**src/core/usm_map.svh**
```systemverilog
/*
 Register map, field positions and reset values of the synchronous
 master serial port. Assumes inclusion by bare name from core/.
*/
`ifndef USM_MAP_SVH
`define USM_MAP_SVH
// Register indices; byte address is four times the index
`define USM_IX_IFLAG 8'h0C
`define USM_IX_RXCTL 8'h18
`define USM_IX_TXBUF 8'h19
`define USM_IX_RXFIFO 8'h1A
`define USM_IX_IEN 8'h8C
`define USM_IX_TXCTL 8'h98
`define USM_IX_BAUD 8'h99
// Field positions
`define USM_B_RDY 5
`define USM_B_TBE 4
`define USM_B_MASTER 7
`define USM_B_NINE 6
`define USM_B_TRANSMIT_ENABLE 5
`define USM_B_SYNC 4
`define USM_B_SEMPTY 1
`define USM_B_PORT 7
`define USM_B_SINGLE_RECEIVE_ENABLE 5
`define USM_B_CONTINUOUS_RECEIVE_ENABLE 4
`define USM_B_OVR 1
`define USM_B_NTH 0
// Reset values and word lengths
`define USM_RST_TXCTL 8'h02
`define USM_RST_REG 8'h00
`define USM_BITS8 4'h8
`define USM_BITS9 4'h9
`endif

```
**src/core/usm_pkg.sv**
```systemverilog
/*
 Types for the synchronous master serial port.
 Assumes the compiler reads it before the modules.
*/
package usm_pkg;
  // Link direction
  typedef enum logic [1:0] {
    MODE_IDLE = 2'b00,
    MODE_TX = 2'b01,
    MODE_RX = 2'b10
  } usm_mode_t;
  // Two-stage synchroniser
  typedef struct packed {
    logic s1;
    logic s2;
  } usm_sync_t;
  // Baud generator
  typedef struct packed {
    logic [7:0] cnt;
    logic lvl;
  } usm_baud_t;
  // Port core
  typedef struct packed {
    logic ack;
    logic [7:0] rdat;
    logic master, tx9, transmit_enable, sync, transmit_ninth_bit;
    logic port, rx9, single_receive_enable, continuous_receive_enable, ovr;
    logic tie, rie;
    logic [7:0] div;
    logic [7:0] tbuf;
    logic tfull;
    logic [8:0] tsh;
    logic [3:0] tleft;
    logic thold, dout;
    logic [8:0] rsh;
    logic [3:0] rcnt;
    logic [8:0] fq0, fq1;
    logic [1:0] fcnt;
    logic frd;
    usm_mode_t mode;
  } usm_core_t;
endpackage

```
**src/core/usm_sync2.sv**
```systemverilog
/*
 Two flip-flop synchroniser for one pin level.
 Assumes the pin is asynchronous to clk_i.
*/
`timescale 1ns/100ps
`default_nettype none
module usm_sync2 import usm_pkg::*; (
  // Clock and reset
  input wire logic clk_i,
  input wire logic rst_i,
  // Level in and out
  input wire logic d_i,
  output logic q_o
);
  usm_sync_t r, n;

  // Next state
  always_comb begin
    n.s1 = d_i;
    n.s2 = r.s1;
  end

  // State register
  always_ff @(posedge clk_i) begin
    if (rst_i) begin
      r <= '0;
    end else begin
      r <= n;
    end
  end

  assign q_o = r.s2;
endmodule
`default_nettype wire

```
**src/core/usm_baud.sv**
```systemverilog
/*
 Baud generator: toggles the shift clock every divisor+1 cycles.
 Assumes run_i and div_i come from registers on clk_i.
*/
`timescale 1ns/100ps
`default_nettype none
module usm_baud import usm_pkg::*; (
  // Clock and reset
  input wire logic clk_i,
  input wire logic rst_i,
  // Control
  input wire logic run_i,
  input wire logic [7:0] div_i,
  // Shift clock and edge enables
  output logic lvl_o,
  output logic rise_o,
  output logic fall_o
);
  usm_baud_t r, n;
  logic tick;

  // Reload count, toggle level at zero
  always_comb begin
    n = r;
    tick = run_i && (r.cnt == 8'h00);
    if (!run_i) begin
      n.cnt = div_i;
      n.lvl = 1'b0;
    end else if (tick) begin
      n.cnt = div_i;
      n.lvl = ~r.lvl;
    end else begin
      n.cnt = r.cnt - 8'h01;
    end
  end

  // State register
  always_ff @(posedge clk_i) begin
    if (rst_i) begin
      r <= '0;
    end else begin
      r <= n;
    end
  end

  // Edge enables lead the level change
  assign lvl_o = r.lvl;
  assign rise_o = tick && !r.lvl;
  assign fall_o = tick && r.lvl;
endmodule
`default_nettype wire

```
**src/core/usm_core.sv**
```systemverilog
/*
 Synchronous master serial port: Wishbone register file, transmit
 buffer and shifter, receive shifter and two-word FIFO.
 Assumes Wishbone classic master on clk_i; link pins asynchronous.
*/
`timescale 1ns/100ps
`default_nettype none
`include "usm_map.svh"
module usm_core import usm_pkg::*; (
  // Clock and reset
  input wire logic clk_i,
  input wire logic rst_i,
  // Wishbone slave
  input wire logic cyc_i,
  input wire logic stb_i,
  input wire logic we_i,
  input wire logic [9:0] adr_i,
  input wire logic [3:0] sel_i,
  input wire logic [31:0] dat_i,
  output logic [31:0] dat_o,
  output logic ack_o,
  // Shift clock line
  output logic sclk_o,
  output logic sclk_oe_n_o,
  // Data line
  input wire logic sdata_i,
  output logic sdata_o,
  output logic sdata_oe_n_o,
  // Interrupt request
  output logic irq_o
);
  usm_core_t r, n;
  logic din, lvl, rise, fall, run;
  logic [7:0] idx, rmux, wd;
  logic [8:0] head, rw;
  logic wr, rd, pop, push, full_now, rx_done;
  logic tflag, ready, sempty;
  logic [1:0] cnt1;
  logic [3:0] nbt, nbr;

  // Data line synchroniser
  usm_sync2 u_sync (
    .clk_i(clk_i),
    .rst_i(rst_i),
    .d_i(sdata_i),
    .q_o(din)
  );

  // Baud generator runs while any enable is set
  assign run = r.transmit_enable || r.continuous_receive_enable || r.single_receive_enable;

  usm_baud u_baud (
    .clk_i(clk_i),
    .rst_i(rst_i),
    .run_i(run),
    .div_i(r.div),
    .lvl_o(lvl),
    .rise_o(rise),
    .fall_o(fall)
  );

  // Status views of the state
  assign tflag = r.transmit_enable && !r.tfull;
  assign sempty = (r.tleft == 4'h0) && !r.thold;
  assign ready = r.fcnt != 2'b00;
  assign head = r.frd ? r.fq1 : r.fq0;
  assign idx = adr_i[9:2];
  assign wd = dat_i[7:0];
  assign nbt = r.tx9 ? `USM_BITS9 : `USM_BITS8;
  assign nbr = r.rx9 ? `USM_BITS9 : `USM_BITS8;
  assign rx_done = (r.mode == MODE_RX) && fall && ((r.rcnt + 4'h1) == nbr);

  // Read multiplexer, unused bits read zero
  always_comb begin
    case (idx)
      `USM_IX_IFLAG: rmux = {2'b00, ready, tflag, 4'h0};
      `USM_IX_RXCTL: rmux = {r.port, r.rx9, r.single_receive_enable, r.continuous_receive_enable, 2'b00, r.ovr, head[8]};
      `USM_IX_TXBUF: rmux = r.tbuf;
      `USM_IX_RXFIFO: rmux = head[7:0];
      `USM_IX_IEN: rmux = {2'b00, r.rie, r.tie, 4'h0};
      `USM_IX_TXCTL: rmux = {r.master, r.tx9, r.transmit_enable, r.sync, 2'b00, sempty, r.transmit_ninth_bit};
      `USM_IX_BAUD: rmux = r.div;
      default: rmux = 8'h00;
    endcase
  end

  // Next state of the whole port
  always_comb begin
    n = r;
    rw = r.rsh;
    push = 1'b0;
    // Bus: one wait state, ack for one cycle; a write lands at the edge that samples ack
    n.ack = cyc_i && stb_i && !r.ack;
    wr = r.ack && cyc_i && stb_i && we_i && sel_i[0];
    rd = n.ack && !we_i;
    pop = rd && (idx == `USM_IX_RXFIFO) && ready;
    n.rdat = rd ? rmux : 8'h00;
    cnt1 = r.fcnt - {1'b0, pop};
    full_now = cnt1 == 2'b10;

    // Link direction; reception wins over sending
    if (r.continuous_receive_enable || r.single_receive_enable) begin
      n.mode = MODE_RX;
    end else if (r.transmit_enable) begin
      n.mode = MODE_TX;
    end else begin
      n.mode = MODE_IDLE;
    end

    // Transmitter
    case (r.mode)
      MODE_TX: begin
        if (r.tfull && sempty) begin
          n.tsh = {r.transmit_ninth_bit, r.tbuf};
          n.tleft = nbt;
          n.tfull = 1'b0;
        end else if (rise) begin
          if (r.tleft == 4'h0 && r.tfull) begin
            n.dout = r.tbuf[0];
            n.tsh = {1'b0, r.transmit_ninth_bit, r.tbuf[7:1]};
            n.tleft = nbt - 4'h1;
            n.tfull = 1'b0;
            n.thold = 1'b1;
          end else if (r.tleft != 4'h0) begin
            n.dout = r.tsh[0];
            n.tsh = {1'b0, r.tsh[8:1]};
            n.tleft = r.tleft - 4'h1;
            n.thold = 1'b1;
          end else begin
            n.thold = 1'b0;
          end
        end
      end
      MODE_RX: begin
        // Shifter frozen while receiving
      end
      MODE_IDLE: begin
      end
      default: begin
      end
    endcase
    if (!r.transmit_enable) begin
      n.tleft = 4'h0;
      n.thold = 1'b0;
      n.tsh = 9'h000;
    end

    // Register writes; buffer write wins over a same-cycle load
    if (wr) begin
      case (idx)
        `USM_IX_RXCTL: begin
          n.port = wd[`USM_B_PORT];
          n.rx9 = wd[6];
          n.single_receive_enable = wd[`USM_B_SINGLE_RECEIVE_ENABLE];
          n.continuous_receive_enable = wd[`USM_B_CONTINUOUS_RECEIVE_ENABLE];
          if (!wd[`USM_B_CONTINUOUS_RECEIVE_ENABLE]) begin
            n.ovr = 1'b0;
          end
        end
        `USM_IX_TXBUF: begin
          n.tbuf = wd;
          n.tfull = 1'b1;
        end
        `USM_IX_IEN: begin
          n.rie = wd[`USM_B_RDY];
          n.tie = wd[`USM_B_TBE];
        end
        `USM_IX_TXCTL: begin
          n.master = wd[`USM_B_MASTER];
          n.tx9 = wd[`USM_B_NINE];
          n.transmit_enable = wd[`USM_B_TRANSMIT_ENABLE];
          n.sync = wd[`USM_B_SYNC];
          n.transmit_ninth_bit = wd[`USM_B_NTH];
        end
        `USM_IX_BAUD: n.div = wd;
        default: begin
        end
      endcase
    end

    // Receiver samples on the falling shift clock edge
    if (r.mode != MODE_RX) begin
      n.rcnt = 4'h0;
    end else if (fall) begin
      rw[r.rcnt] = din;
      n.rsh = rw;
      n.rcnt = r.rcnt + 4'h1;
      if (rx_done) begin
        n.rcnt = 4'h0;
        n.rsh = 9'h000;
        // Overrun set outranks a same-cycle software clear
        if (full_now) begin
          n.ovr = 1'b1;
        end else if (!r.ovr) begin
          push = 1'b1;
        end
        if (!r.continuous_receive_enable) begin
          n.single_receive_enable = 1'b0;
        end
      end
    end

    // FIFO bookkeeping, pop and push may share a cycle
    n.frd = r.frd ^ pop;
    if (push) begin
      if (n.frd ^ cnt1[0]) begin
        n.fq1 = {r.rx9 && rw[8], rw[7:0]};
      end else begin
        n.fq0 = {r.rx9 && rw[8], rw[7:0]};
      end
    end
    n.fcnt = cnt1 + {1'b0, push};
  end

  // State register
  always_ff @(posedge clk_i) begin
    if (rst_i) begin
      r <= '0;
    end else begin
      r <= n;
    end
  end

  // Bus outputs
  assign ack_o = r.ack;
  assign dat_o = {24'h000000, r.rdat};

  // Pin drivers, enables active low
  assign sclk_o = lvl;
  assign sclk_oe_n_o = !(r.port && r.sync && r.master && run);
  assign sdata_o = r.dout;
  assign sdata_oe_n_o = !(r.port && r.sync && r.mode == MODE_TX);

  // Interrupt request
  assign irq_o = (tflag && r.tie) || (ready && r.rie);
endmodule
`default_nettype wire

```
**config.mk**
```make
export PLATFORM = sky130hd
export DESIGN_NAME = usm_core
export DESIGN_NICKNAME = d
export VERILOG_FILES = /design/src/core/usm_pkg.sv /design/src/core/usm_sync2.sv /design/src/core/usm_baud.sv /design/src/core/usm_core.sv
export VERILOG_INCLUDE_DIRS = /design/src /design/src/core
export SDC_FILE = /design/constraint.sdc
export NUM_CORES = 1
export LEC_CHECK = 0
export BUFFER_PORTS_ARGS = -buffer_cell sky130_fd_sc_hd__buf_2
export CAP_MARGIN = 20
export CORE_UTILIZATION = 50
export DETAILED_ROUTE_END_ITERATION = 12
export PLACE_DENSITY_LB_ADDON = 0.25
export SLEW_MARGIN = 20
export SYNTH_ARGS = -nofsm -noshare
export SYNTH_HDL_FRONTEND = slang
export SYNTH_SLANG_ARGS = --single-unit
```
**constraint.sdc**
```tcl
create_clock -name clk_i -period 3.55 [get_ports clk_i]
set_input_delay 0 -clock clk_i [delete_from_list [all_inputs] [get_ports clk_i]]
set_output_delay 0 -clock clk_i [all_outputs]
set_load 0.01 [all_outputs]
```
# Word-level counts from Yosys, hierarchy flattened
# Cells that the tools add are included.
# W data, S select, Z words.
# op_classes
n_addsub,6
n_mux,43
bitwise,9
eq_ne,12
order_cmp,2
reduce_logical,60
# op_table
cell,count
$pmux W8 S7,1
$mux W9,5
$mux W16,2
$logic_and A1 B1 Y1,26
$mux W13,2
$eq A8 B5 Y1 const B,3
$eq A8 B8 Y1 const B,3
$mux W1,22
$mux W22,1
$mux W8,2
$reduce_and A2 Y1,8
$mux W15,1
$mux W14,1
$reduce_or A2 Y1,5
$bwmux W9,1
$eq A8 B4 Y1 const B,1
$logic_not A8 Y1,1
$sub A4 B1 Y4 const B,2
$sub A8 B1 Y8 const B,1
$logic_not A1 Y1,7
$not A1 Y1,7
$mux W2,3
$reduce_and A3 Y1,2
$reduce_bool A2 Y1,3
17 further kinds,22
# word_totals
output_inout_bits,38
in_bits,52
regBits,100
elab_cells,165

# Depth between registers and ports, before layout
# Gate-level depths: netlist of run 1.
# depth
word_depth,13
mapped_depth,10
mapped_depth_nobuf,10

# By module
# Synthesis of run 1 repeated with hierarchy kept, for this count alone.
# unflattened
hier_cells,565
area_unflattened_um2,5077.4
# modules_own_cells
module,seq_area_each_um2,cells_each,n_inst,area_each_um2
usm_core,1781.7,510,1,4486.8
usm_baud,180.2,51,1,538.0
usm_sync2,40.0,4,1,52.6

# Worst setup path before layout of run 1
# OpenSTA, ideal clock, no wires.
# synth_timing
path_kind,reg-to-reg
start,reg u_baud.r[1] in the netlist's numbering
end,reg r[3] in the netlist's numbering
arrival_time_ns,2.535
setup_ns,0.125
stages_incl_launch_ff,10
t_required_ns,3.425
n_path_buf,1
path_slack_ns,0.890
cell_sequence,dfxtp_1 > inv_1 > ha_1 > or3b_2 > or4_1 > buf_2 > or3_4 > nor3_1 > ha_1 > nor2b_1
# synth_lines
element,line,rtl
"start, declared",usm_baud.sv:19,"usm_baud_t r, n;"
"start signal, assigned",usm_baud.sv:42,r <= n;
"end signal, assigned",usm_core.sv:220,r <= n;
"end, declared",usm_core.sv:32,"usm_core_t r, n;"

# Worst setup path in the final report of run 1
# layout_timing
start,reg u_baud.r[1] in the netlist's numbering
end,reg r[19] in the netlist's numbering
# layout_via
elab_chain_cells,9
word_cells_on_any_way,11
cone_classes,5 x mux; 6 x reduce/logical
# layout_lines
element,line,rtl
$logic_not A8 Y1 *,usm_baud.sv:25,tick = run_i && (r.cnt == 8'h00);
$logic_and A1 B1 Y1 *,usm_baud.sv:25,
$logic_and A1 B1 Y1 *,usm_baud.sv:49,assign fall_o = tick && r.lvl;
$logic_and A1 B1 Y1 (2 in series),usm_core.sv:71,assign rx_done = (r.mode == MODE_RX) && fall && ((r.rcnt + 4'h1) == nbr);
$mux W1,usm_core.sv:188,if (rx_done) begin
$mux W1,usm_core.sv:184,end else if (fall) begin
$mux W1,usm_core.sv:182,if (r.mode != MODE_RX) begin
$reduce_and A2 Y1 (no source line),--,
# Mark *: on every way between the ends. The rest lies on a longest branch, timed or not.
# A chain may end at the register's enable or synchronous reset.

==> flow_results.xml, run 1 <==
<?xml version="1.0" encoding="UTF-8"?>
<metrics>
  <group name="hold_path">
    <metric name="worstHoldPathType" unit="">in -&gt; reg</metric>
    <metric name="timing.hold.worst_path_depth" unit="">3</metric>
  </group>
  <group name="die">
    <metric name="dieArea" unit="um^2">10400</metric>
    <metric name="die_height" unit="um">102</metric>
    <metric name="die_width" unit="um">102</metric>
    <metric name="floorplan.core_area" unit="um^2">9730</metric>
    <metric name="initial_util" unit="%">51.6</metric>
    <metric name="pin_count" unit="">90</metric>
    <metric name="placement_rows" unit="">36</metric>
  </group>
  <group name="synthesis">
    <metric name="post_synth_inst_count" unit="">566</metric>
    <metric name="unique_cell_type_count_in_the_yosys_netlist" unit="">53</metric>
    <metric name="yosys_warn_count" unit="">0</metric>
    <metric name="synthesis.area" unit="um^2">5020</metric>
    <metric name="async_flop_share" unit="%">0</metric>
    <metric name="synth-seq-cells" unit="">100</metric>
    <metric name="synth_enable_flop_cells" unit="">0</metric>
    <metric name="synth.yosys.seq_area_share" unit="%">39.9</metric>
    <metric name="syn_avg_cell_area" unit="um^2">8.87</metric>
    <metric name="ys_dominant_reg_cell" unit="">sky130_fd_sc_hd__dfxtp_1</metric>
  </group>
  <group name="cells_and_area">
    <metric name="layout.nets" unit="">652</metric>
    <metric name="syn2layout_area_growth" unit="%">8.75</metric>
    <metric name="post_route_cells_drive_above_1_share" unit="%">14.3</metric>
    <metric name="antenna_cells" unit="">0</metric>
  </group>
  <group name="placement">
    <metric name="number_of_input_and_output_port_buffers_inserted" unit="">36</metric>
    <metric name="gp_routability_congestion" unit="">0.837</metric>
    <metric name="dpl.hpwl" unit="um">8450</metric>
    <metric name="dp_slack" unit="ns">0.602</metric>
  </group>
  <group name="grt">
    <metric name="grt_util_met1" unit="%">31.1</metric>
    <metric name="globalRouteOverflowTotal" unit="">0</metric>
    <metric name="grt_busiest_layer" unit="">met2</metric>
    <metric name="pin_count_of_the_biggest_net_entering_global_routing" unit="">41</metric>
    <metric name="grt_pass1_vias" unit="">3757</metric>
    <metric name="grtUsageMet2" unit="%">38.4</metric>
    <metric name="grt_pass1_wl" unit="um">18900</metric>
    <metric name="global_route.usage.met3" unit="%">5.20</metric>
    <metric name="grt_antenna_before_repair" unit="">0</metric>
    <metric name="grt_util_all_layers" unit="%">23.5</metric>
  </group>
  <group name="clock_network">
    <metric name="cts_setup_buffers" unit="">0</metric>
    <metric name="tritoncts" unit="">yes</metric>
    <metric name="clock_sinks" unit="">100</metric>
    <metric name="cts-buffers-inserted" unit="">9</metric>
    <metric name="cts-root-buf" unit="">sky130_fd_sc_hd__clkbuf_8</metric>
    <metric name="cts_max_path_buffers" unit="">2</metric>
    <metric name="cts.reportedPaths.clkPinSlew" unit="ns">0.11</metric>
    <metric name="cts-hold-fix-buffers" unit="">11</metric>
    <metric name="htree_levels" unit="">3</metric>
    <metric name="post_cts_resized" unit="">0</metric>
    <metric name="clock_insertion_delay_worst_skew" unit="ns">0.38</metric>
  </group>
  <group name="critical_path">
    <metric name="start_kind" unit="">flip-flop</metric>
    <metric name="r2r.worst_path.cells" unit="">7</metric>
    <metric name="crit_required" unit="ns">3.79</metric>
    <metric name="setup.worst_path.end_class" unit="">flip-flop</metric>
    <metric name="timing.critical_path.fanout_max" unit="">8</metric>
    <metric name="timing.critical_path.arrival" unit="ns">3.21</metric>
    <metric name="regToRegSetupSlack" unit="ns">0.58</metric>
    <metric name="worst-setup-path-type" unit="">reg -&gt; reg</metric>
  </group>
  <group name="sta">
    <metric name="final.min_clock_period" unit="ns">2.97</metric>
    <metric name="hold_viol" unit="">0</metric>
    <metric name="grt_setup_unrepaired" unit="">no</metric>
    <metric name="maxSlewHeadroom" unit="%">38.0</metric>
    <metric name="setup_viol_count_final" unit="">0</metric>
    <metric name="worst_clock_skew" unit="ns">0.0164</metric>
    <metric name="slew_of_the_pin_with_the_lowest_slew_margin" unit="ns">0.926</metric>
    <metric name="min_period_over_period" unit="%">83.7</metric>
    <metric name="achievable_frequency" unit="GHz">0.337</metric>
    <metric name="tns" unit="ns">0</metric>
    <metric name="layout_setup_ws" unit="ns">0.579</metric>
    <metric name="report.final.slew_viol_count" unit="">0</metric>
  </group>
  <group name="route">
    <metric name="routed_via_density" unit="">5.61</metric>
    <metric name="post_detailed_route_count_of_antenna_violating_nets" unit="">0</metric>
    <metric name="initialDrtViolationCount" unit="">231</metric>
    <metric name="final_wirelength" unit="um">11700</metric>
    <metric name="drcViolationCount" unit="">0</metric>
    <metric name="drtPass1Iterations" unit="">5</metric>
    <metric name="via_count" unit="">4093</metric>
    <metric name="route.detailed.wl_per_inst" unit="um">16.0</metric>
  </group>
  <group name="status">
    <metric name="run_status" unit="">finished, final reports clean</metric>
  </group>
  <group name="power_and_ir_drop">
    <metric name="vdd_drop_max" unit="mV">0.303</metric>
    <metric name="power_density" unit="nW/um^2">357</metric>
    <metric name="post-layout-total-power" unit="mW">1.95</metric>
    <metric name="power.static_leakage" unit="nW">2.17</metric>
  </group>
  <group name="job">
    <metric name="maxCapViolations" unit="">0</metric>
  </group>
</metrics>
==> final cells by class <==
| class | instances | area (um^2) |
|---|---|---|
| sequential | 100 | 2000 |
| inverter | 11 | 41.3 |
| tap | 133 | 166 |
| clock buffer | 9 | 124 |
| multi-input combinational | 415 | 2710 |
| timing repair buffer | 54 | 343 |
| clock inverter | 7 | 73.8 |
| fill | 940 | 4270 |
==> placed cells by master, fill, tap and decap left out, types with 14 or more instances in the layout <==
| cell type | count |
|---|---|
| sky130_fd_sc_hd__nor3_1 | 32 |
| sky130_fd_sc_hd__nor2_1 | 90 |
| sky130_fd_sc_hd__conb_1 | 24 |
| sky130_fd_sc_hd__nand3_1 | 18 |
| sky130_fd_sc_hd__a21oi_1 | 27 |
| sky130_fd_sc_hd__a211oi_1 | 22 |
| sky130_fd_sc_hd__buf_2 | 36 |
| sky130_fd_sc_hd__mux2i_1 | 47 |
| sky130_fd_sc_hd__dfxtp_1 | 100 |
| sky130_fd_sc_hd__nand2_1 | 14 |
==> critical path: stages, from the launching register on <==
cell and delay [ns]:
sky130_fd_sc_hd__dfxtp_1 0.34, sky130_fd_sc_hd__inv_1 0.08, sky130_fd_sc_hd__ha_1 0.14, sky130_fd_sc_hd__or3b_2 0.51
sky130_fd_sc_hd__or4_1 0.69, sky130_fd_sc_hd__or3_4 0.43, sky130_fd_sc_hd__nor4_4 0.51, sky130_fd_sc_hd__a211oi_1 0.14
==> worst paths after layout <==
| path | start | endpoint |
|---|---|---|
| setup / recovery | u_baud.r[1] | r[19] |
| hold / removal | we_i | dat_o[1] |
| setup reg to reg | u_baud.r[1] | r[19] |
| hold reg to reg | r[50] | r[50] |
==> cells in the mapped netlist (all sizes together), types with 7 or more instances <==
cell type / instances / share of area [%]
clkbuf: 26 / 1.9
a221oi: 8 / 1.4
nor4: 9 / 1.8
a21oi: 27 / 2.7
nor2: 90 / 6.7
nand3: 18 / 1.8
mux2i: 47 / 9.4
o21ai: 9 / 0.90
nand2: 14 / 1.0
o21bai: 8 / 1.2
buf: 37 / 5.2
dfxtp: 100 / 40
xnor2: 9 / 1.6
a211oi: 22 / 3.3
mux2: 10 / 2.2
nor3: 33 / 3.4
ha: 9 / 2.2
nor2b: 8 / 1.0
inv: 11 / 0.82
xor2: 7 / 1.2
==> stage by stage <==
stage               hold slack (ns)  instances  instance area (um^2)  utilization (%)
global placement              0.219        702                  5140             52.9
finish                      0.00271        729                  5460             56.1
floorplan                     0.128        589                  5100                -
detailed placement            0.216        702                  5140             52.9
global route               0.000640        729                  5460             56.1
CTS                          0.0270        729                  5450             56.0
==> layer usage <==
metal | up-vias | wire length, um
li1 | 2016 | -
met1 | 1930 | 5150
met2 | 135 | 5660
met3 | 12 | 661
met4 | 0 | 184
met5 | - | 0
==> kinds of logic (layout without fill, tap and decap cells) <==
logic type	count (synthesis)	in the layout	synth area share (%)
compound gates	95	95	13.0
xor+xnor	16	16	2.79
fa+ha+maj	9	9	2.24
buf+inv	74	81	8.00
flops	100	100	39.9
mux	58	58	12.1
other cells	1	24	0.0747
simple gates	213	213	22.0
==> flip-flops by register name, indices dropped and copies added (netlist names) <==
register and flops:
sdata_o 1, u_sync.q_o 1, r 79, ack_o 1, dat_o 8, u_sync.n 1
u_baud.r 8, u_baud.lvl_o 1
==> power by group <==
group / total (mW) / switching [mW] / internal, mW
Clock: 0.739 / 0.409 / 0.330
Sequential: 1.12 / 0.00188 / 1.12
Combinational: 0.0829 / 0.0548 / 0.0281
No activity file was read; power rests on OpenSTA's default activity.
==> inputs of run 2 (changes only) <==
clock period = 2.5 ns   (was 3.55 ns; I/O delays follow)
==> flow_results.xml, run 2 (synthesized netlist as in run 1, its figures left out) <==
<?xml version="1.0" encoding="UTF-8"?>
<metrics>
  <group name="sta">
    <metric name="report.final.slew_viol_count" unit="">0</metric>
    <metric name="min_period_over_period" unit="%">99.9</metric>
    <metric name="setup_viol_count_final" unit="">0</metric>
    <metric name="tns" unit="ns">0</metric>
    <metric name="slew_of_the_pin_with_the_lowest_slew_margin" unit="ns">1.08</metric>
    <metric name="layout_setup_ws" unit="ns">0.00283</metric>
    <metric name="achievable_frequency" unit="GHz">0.400</metric>
    <metric name="maxSlewHeadroom" unit="%">27.5</metric>
    <metric name="hold_viol" unit="">0</metric>
    <metric name="grt_setup_unrepaired" unit="">yes</metric>
    <metric name="final.min_clock_period" unit="ns">2.50</metric>
    <metric name="worst_clock_skew" unit="ns">0.0109</metric>
  </group>
  <group name="route">
    <metric name="route.detailed.wl_per_inst" unit="um">16.3</metric>
    <metric name="post_detailed_route_count_of_antenna_violating_nets" unit="">0</metric>
    <metric name="final_wirelength" unit="um">12300</metric>
    <metric name="via_count" unit="">4211</metric>
    <metric name="drtPass1Iterations" unit="">5</metric>
    <metric name="routed_via_density" unit="">5.56</metric>
    <metric name="initialDrtViolationCount" unit="">189</metric>
    <metric name="drcViolationCount" unit="">0</metric>
  </group>
  <group name="critical_path">
    <metric name="worst-setup-path-type" unit="">reg -&gt; reg</metric>
    <metric name="cpLargestDelayFamily" unit="">simple AND/OR/NAND/NOR gates</metric>
    <metric name="setup.worst_path.end_class" unit="">flip-flop</metric>
    <metric name="r2r.worst_path.cells" unit="">6</metric>
    <metric name="regToRegSetupSlack" unit="ns">0.003</metric>
    <metric name="worstPathCellList" unit="">or4_4 -&gt; or4_4 -&gt; or3_4 -&gt; nor3_4 -&gt; ha_1 -&gt; nor2b_1</metric>
    <metric name="worstSetupPathDepth" unit="">6</metric>
    <metric name="crit_required" unit="ns">2.76</metric>
    <metric name="worst-path-buf-inv" unit="">0</metric>
    <metric name="worst_path_max_delay_cell" unit="">sky130_fd_sc_hd__or4_4</metric>
    <metric name="start_kind" unit="">flip-flop</metric>
    <metric name="regToRegStartpoint" unit="">u_baud.r[4]</metric>
    <metric name="timing.critical_path.arrival" unit="ns">2.76</metric>
    <metric name="timing.critical_path.fanout_max" unit="">4</metric>
    <metric name="regToRegEndpoint" unit="">r[3]</metric>
    <metric name="timing.critical_path.mode_cell" unit="">sky130_fd_sc_hd__or4_4</metric>
    <metric name="worst_path_largest_cell_delay" unit="ns">0.56</metric>
  </group>
  <group name="clock_network">
    <metric name="clock_sinks" unit="">100</metric>
    <metric name="cts.reportedPaths.clkPinSlew" unit="ns">0.10</metric>
    <metric name="cts_max_path_buffers" unit="">2</metric>
    <metric name="cts-buffers-inserted" unit="">9</metric>
    <metric name="htree_levels" unit="">3</metric>
    <metric name="cts-root-buf" unit="">sky130_fd_sc_hd__clkbuf_8</metric>
    <metric name="tritoncts" unit="">yes</metric>
    <metric name="clock_insertion_delay_worst_skew" unit="ns">0.38</metric>
  </group>
  <group name="power_and_ir_drop">
    <metric name="power.static_leakage" unit="nW">2.32</metric>
    <metric name="post-layout-total-power" unit="mW">2.66</metric>
    <metric name="power_density" unit="nW/um^2">464</metric>
    <metric name="vdd_drop_max" unit="mV">0.211</metric>
  </group>
  <group name="die">
    <metric name="floorplan.core_area" unit="um^2">9730</metric>
    <metric name="dieArea" unit="um^2">10400</metric>
    <metric name="pin_count" unit="">90</metric>
    <metric name="die_height" unit="um">102</metric>
    <metric name="initial_util" unit="%">51.6</metric>
    <metric name="die_width" unit="um">102</metric>
    <metric name="placement_rows" unit="">36</metric>
  </group>
  <group name="grt">
    <metric name="globalRouteOverflowTotal" unit="">0</metric>
    <metric name="pin_count_of_the_biggest_net_entering_global_routing" unit="">29</metric>
    <metric name="grt_antenna_before_repair" unit="">0</metric>
    <metric name="grt_pass1_vias" unit="">3870</metric>
    <metric name="grt_util_all_layers" unit="%">25.0</metric>
    <metric name="grt_pass1_wl" unit="um">19700</metric>
  </group>
  <group name="cells_and_area">
    <metric name="top_register" unit="">r</metric>
    <metric name="largest_reg_flops" unit="">79</metric>
    <metric name="fillCellCount" unit="">857</metric>
    <metric name="most_frequent_cells_in_the_layout" unit="">sky130_fd_sc_hd__dfxtp_1 (98), sky130_fd_sc_hd__nor2_1 (90), sky130_fd_sc_hd__mux2i_1 (47)</metric>
    <metric name="mostFrequentLayoutCell" unit="">sky130_fd_sc_hd__dfxtp_1</metric>
    <metric name="seq_area" unit="um^2">2000</metric>
    <metric name="antenna_cells" unit="">0</metric>
    <metric name="post_route_cells_drive_above_1_share" unit="%">20.3</metric>
    <metric name="layout.nets" unit="">681</metric>
    <metric name="multi_input_comb_area" unit="um^2">2780</metric>
    <metric name="syn2layout_area_growth" unit="%">14.1</metric>
    <metric name="post-route-cell-area" unit="um^2">5730</metric>
  </group>
  <group name="hold_path">
    <metric name="timing.hold.worst_path_depth" unit="">2</metric>
    <metric name="worstHoldPathType" unit="">in -&gt; reg</metric>
    <metric name="hp-start" unit="">rst_i</metric>
    <metric name="whs_endpoint" unit="">r[71]</metric>
  </group>
  <group name="placement">
    <metric name="dpl.hpwl" unit="um">9060</metric>
    <metric name="dp_slack" unit="ns">-0.00304</metric>
    <metric name="dpl_cell_area" unit="um^2">5370</metric>
    <metric name="gp_routability_congestion" unit="">0.847</metric>
    <metric name="number_of_input_and_output_port_buffers_inserted" unit="">36</metric>
  </group>
  <group name="status">
    <metric name="run_status" unit="">finished, final reports clean</metric>
  </group>
  <group name="job">
    <metric name="maxCapViolations" unit="">0</metric>
  </group>
</metrics>
==> run 2: cell types whose count changed in the layout (fill, tap and decap cells not counted), sizes merged <==
cell / change
inv: -1
clkbuf: +1
clkinvlp: +1
buf: +29
bufinv: -1
==> run 2: per-stage QoR <==
| stage | instances | utilization (%) | hold WS (ns) |
|---|---|---|---|
| 3_5_place_dp | 730 | 55.2 | 0.236 |
| 2_1_floorplan | 589 | - | 0.128 |
| 3_3_place_gp | 730 | 55.2 | 0.231 |
| 5_1_grt | 758 | 58.8 | 0.0498 |
| 4_1_cts | 757 | 58.1 | 0.0106 |
| 6_report | 758 | 58.8 | 0.0194 |
==> run 2: worst max-delay path by stage <==
stage / start / end
after floorplan: u_baud.r[4] / r[3]
after global placement: u_baud.r[1] / r[29]
after detailed placement: u_baud.r[1] / r[31]
after CTS: u_baud.r[1] / r[3]
after global routing: u_baud.r[4] / r[3]
final: u_baud.r[4] / r[3]
==> run 2: timing repair <==
action	CTS	global route
pin swaps	0	5
endpoints found under the setup margin	11	23
resized for setup	3	13
hold buffers	11	0
setup buffers	0	1
hold endpoints to repair	28	0
==> run 2: final cells by class <==
class / count / area share (%)
Clock buffer: 10 / 2.23
Clock inverter: 6 / 0.677
Inverter: 11 / 0.721
Multi-Input combinational cell: 415 / 48.5
Sequential cell: 100 / 35.0
Tap cell: 133 / 2.91
Timing Repair Buffer: 83 / 9.92
==> run 2: per-layer routing <==
layer / share of wire (%) / GRT usage (%) / vias to the layer above
met5: 0 / 0 / -
li1: - / - / 2070
met2: 48 / 40.6 / 108
met4: 1.7 / 8.35 / 0
met3: 5.1 / 4.92 / 16
met1: 45 / 33.2 / 2017
==> run 2: report_power, final <==
group / switching, mW / internal, mW
logic: 0.0815 / 0.0464
clock network: 0.573 / 0.361
registers: 0.00227 / 1.59
total: 0.657 / 2.00
==> run 2: worst reg2reg max path, stage by stage, from the launching register on <==
cell                      delay [ns]
sky130_fd_sc_hd__dfxtp_2        0.35
sky130_fd_sc_hd__or4_4          0.56
sky130_fd_sc_hd__or4_4          0.56
sky130_fd_sc_hd__or3_4          0.38
sky130_fd_sc_hd__nor3_4         0.16
sky130_fd_sc_hd__ha_1           0.24
sky130_fd_sc_hd__nor2b_1        0.13
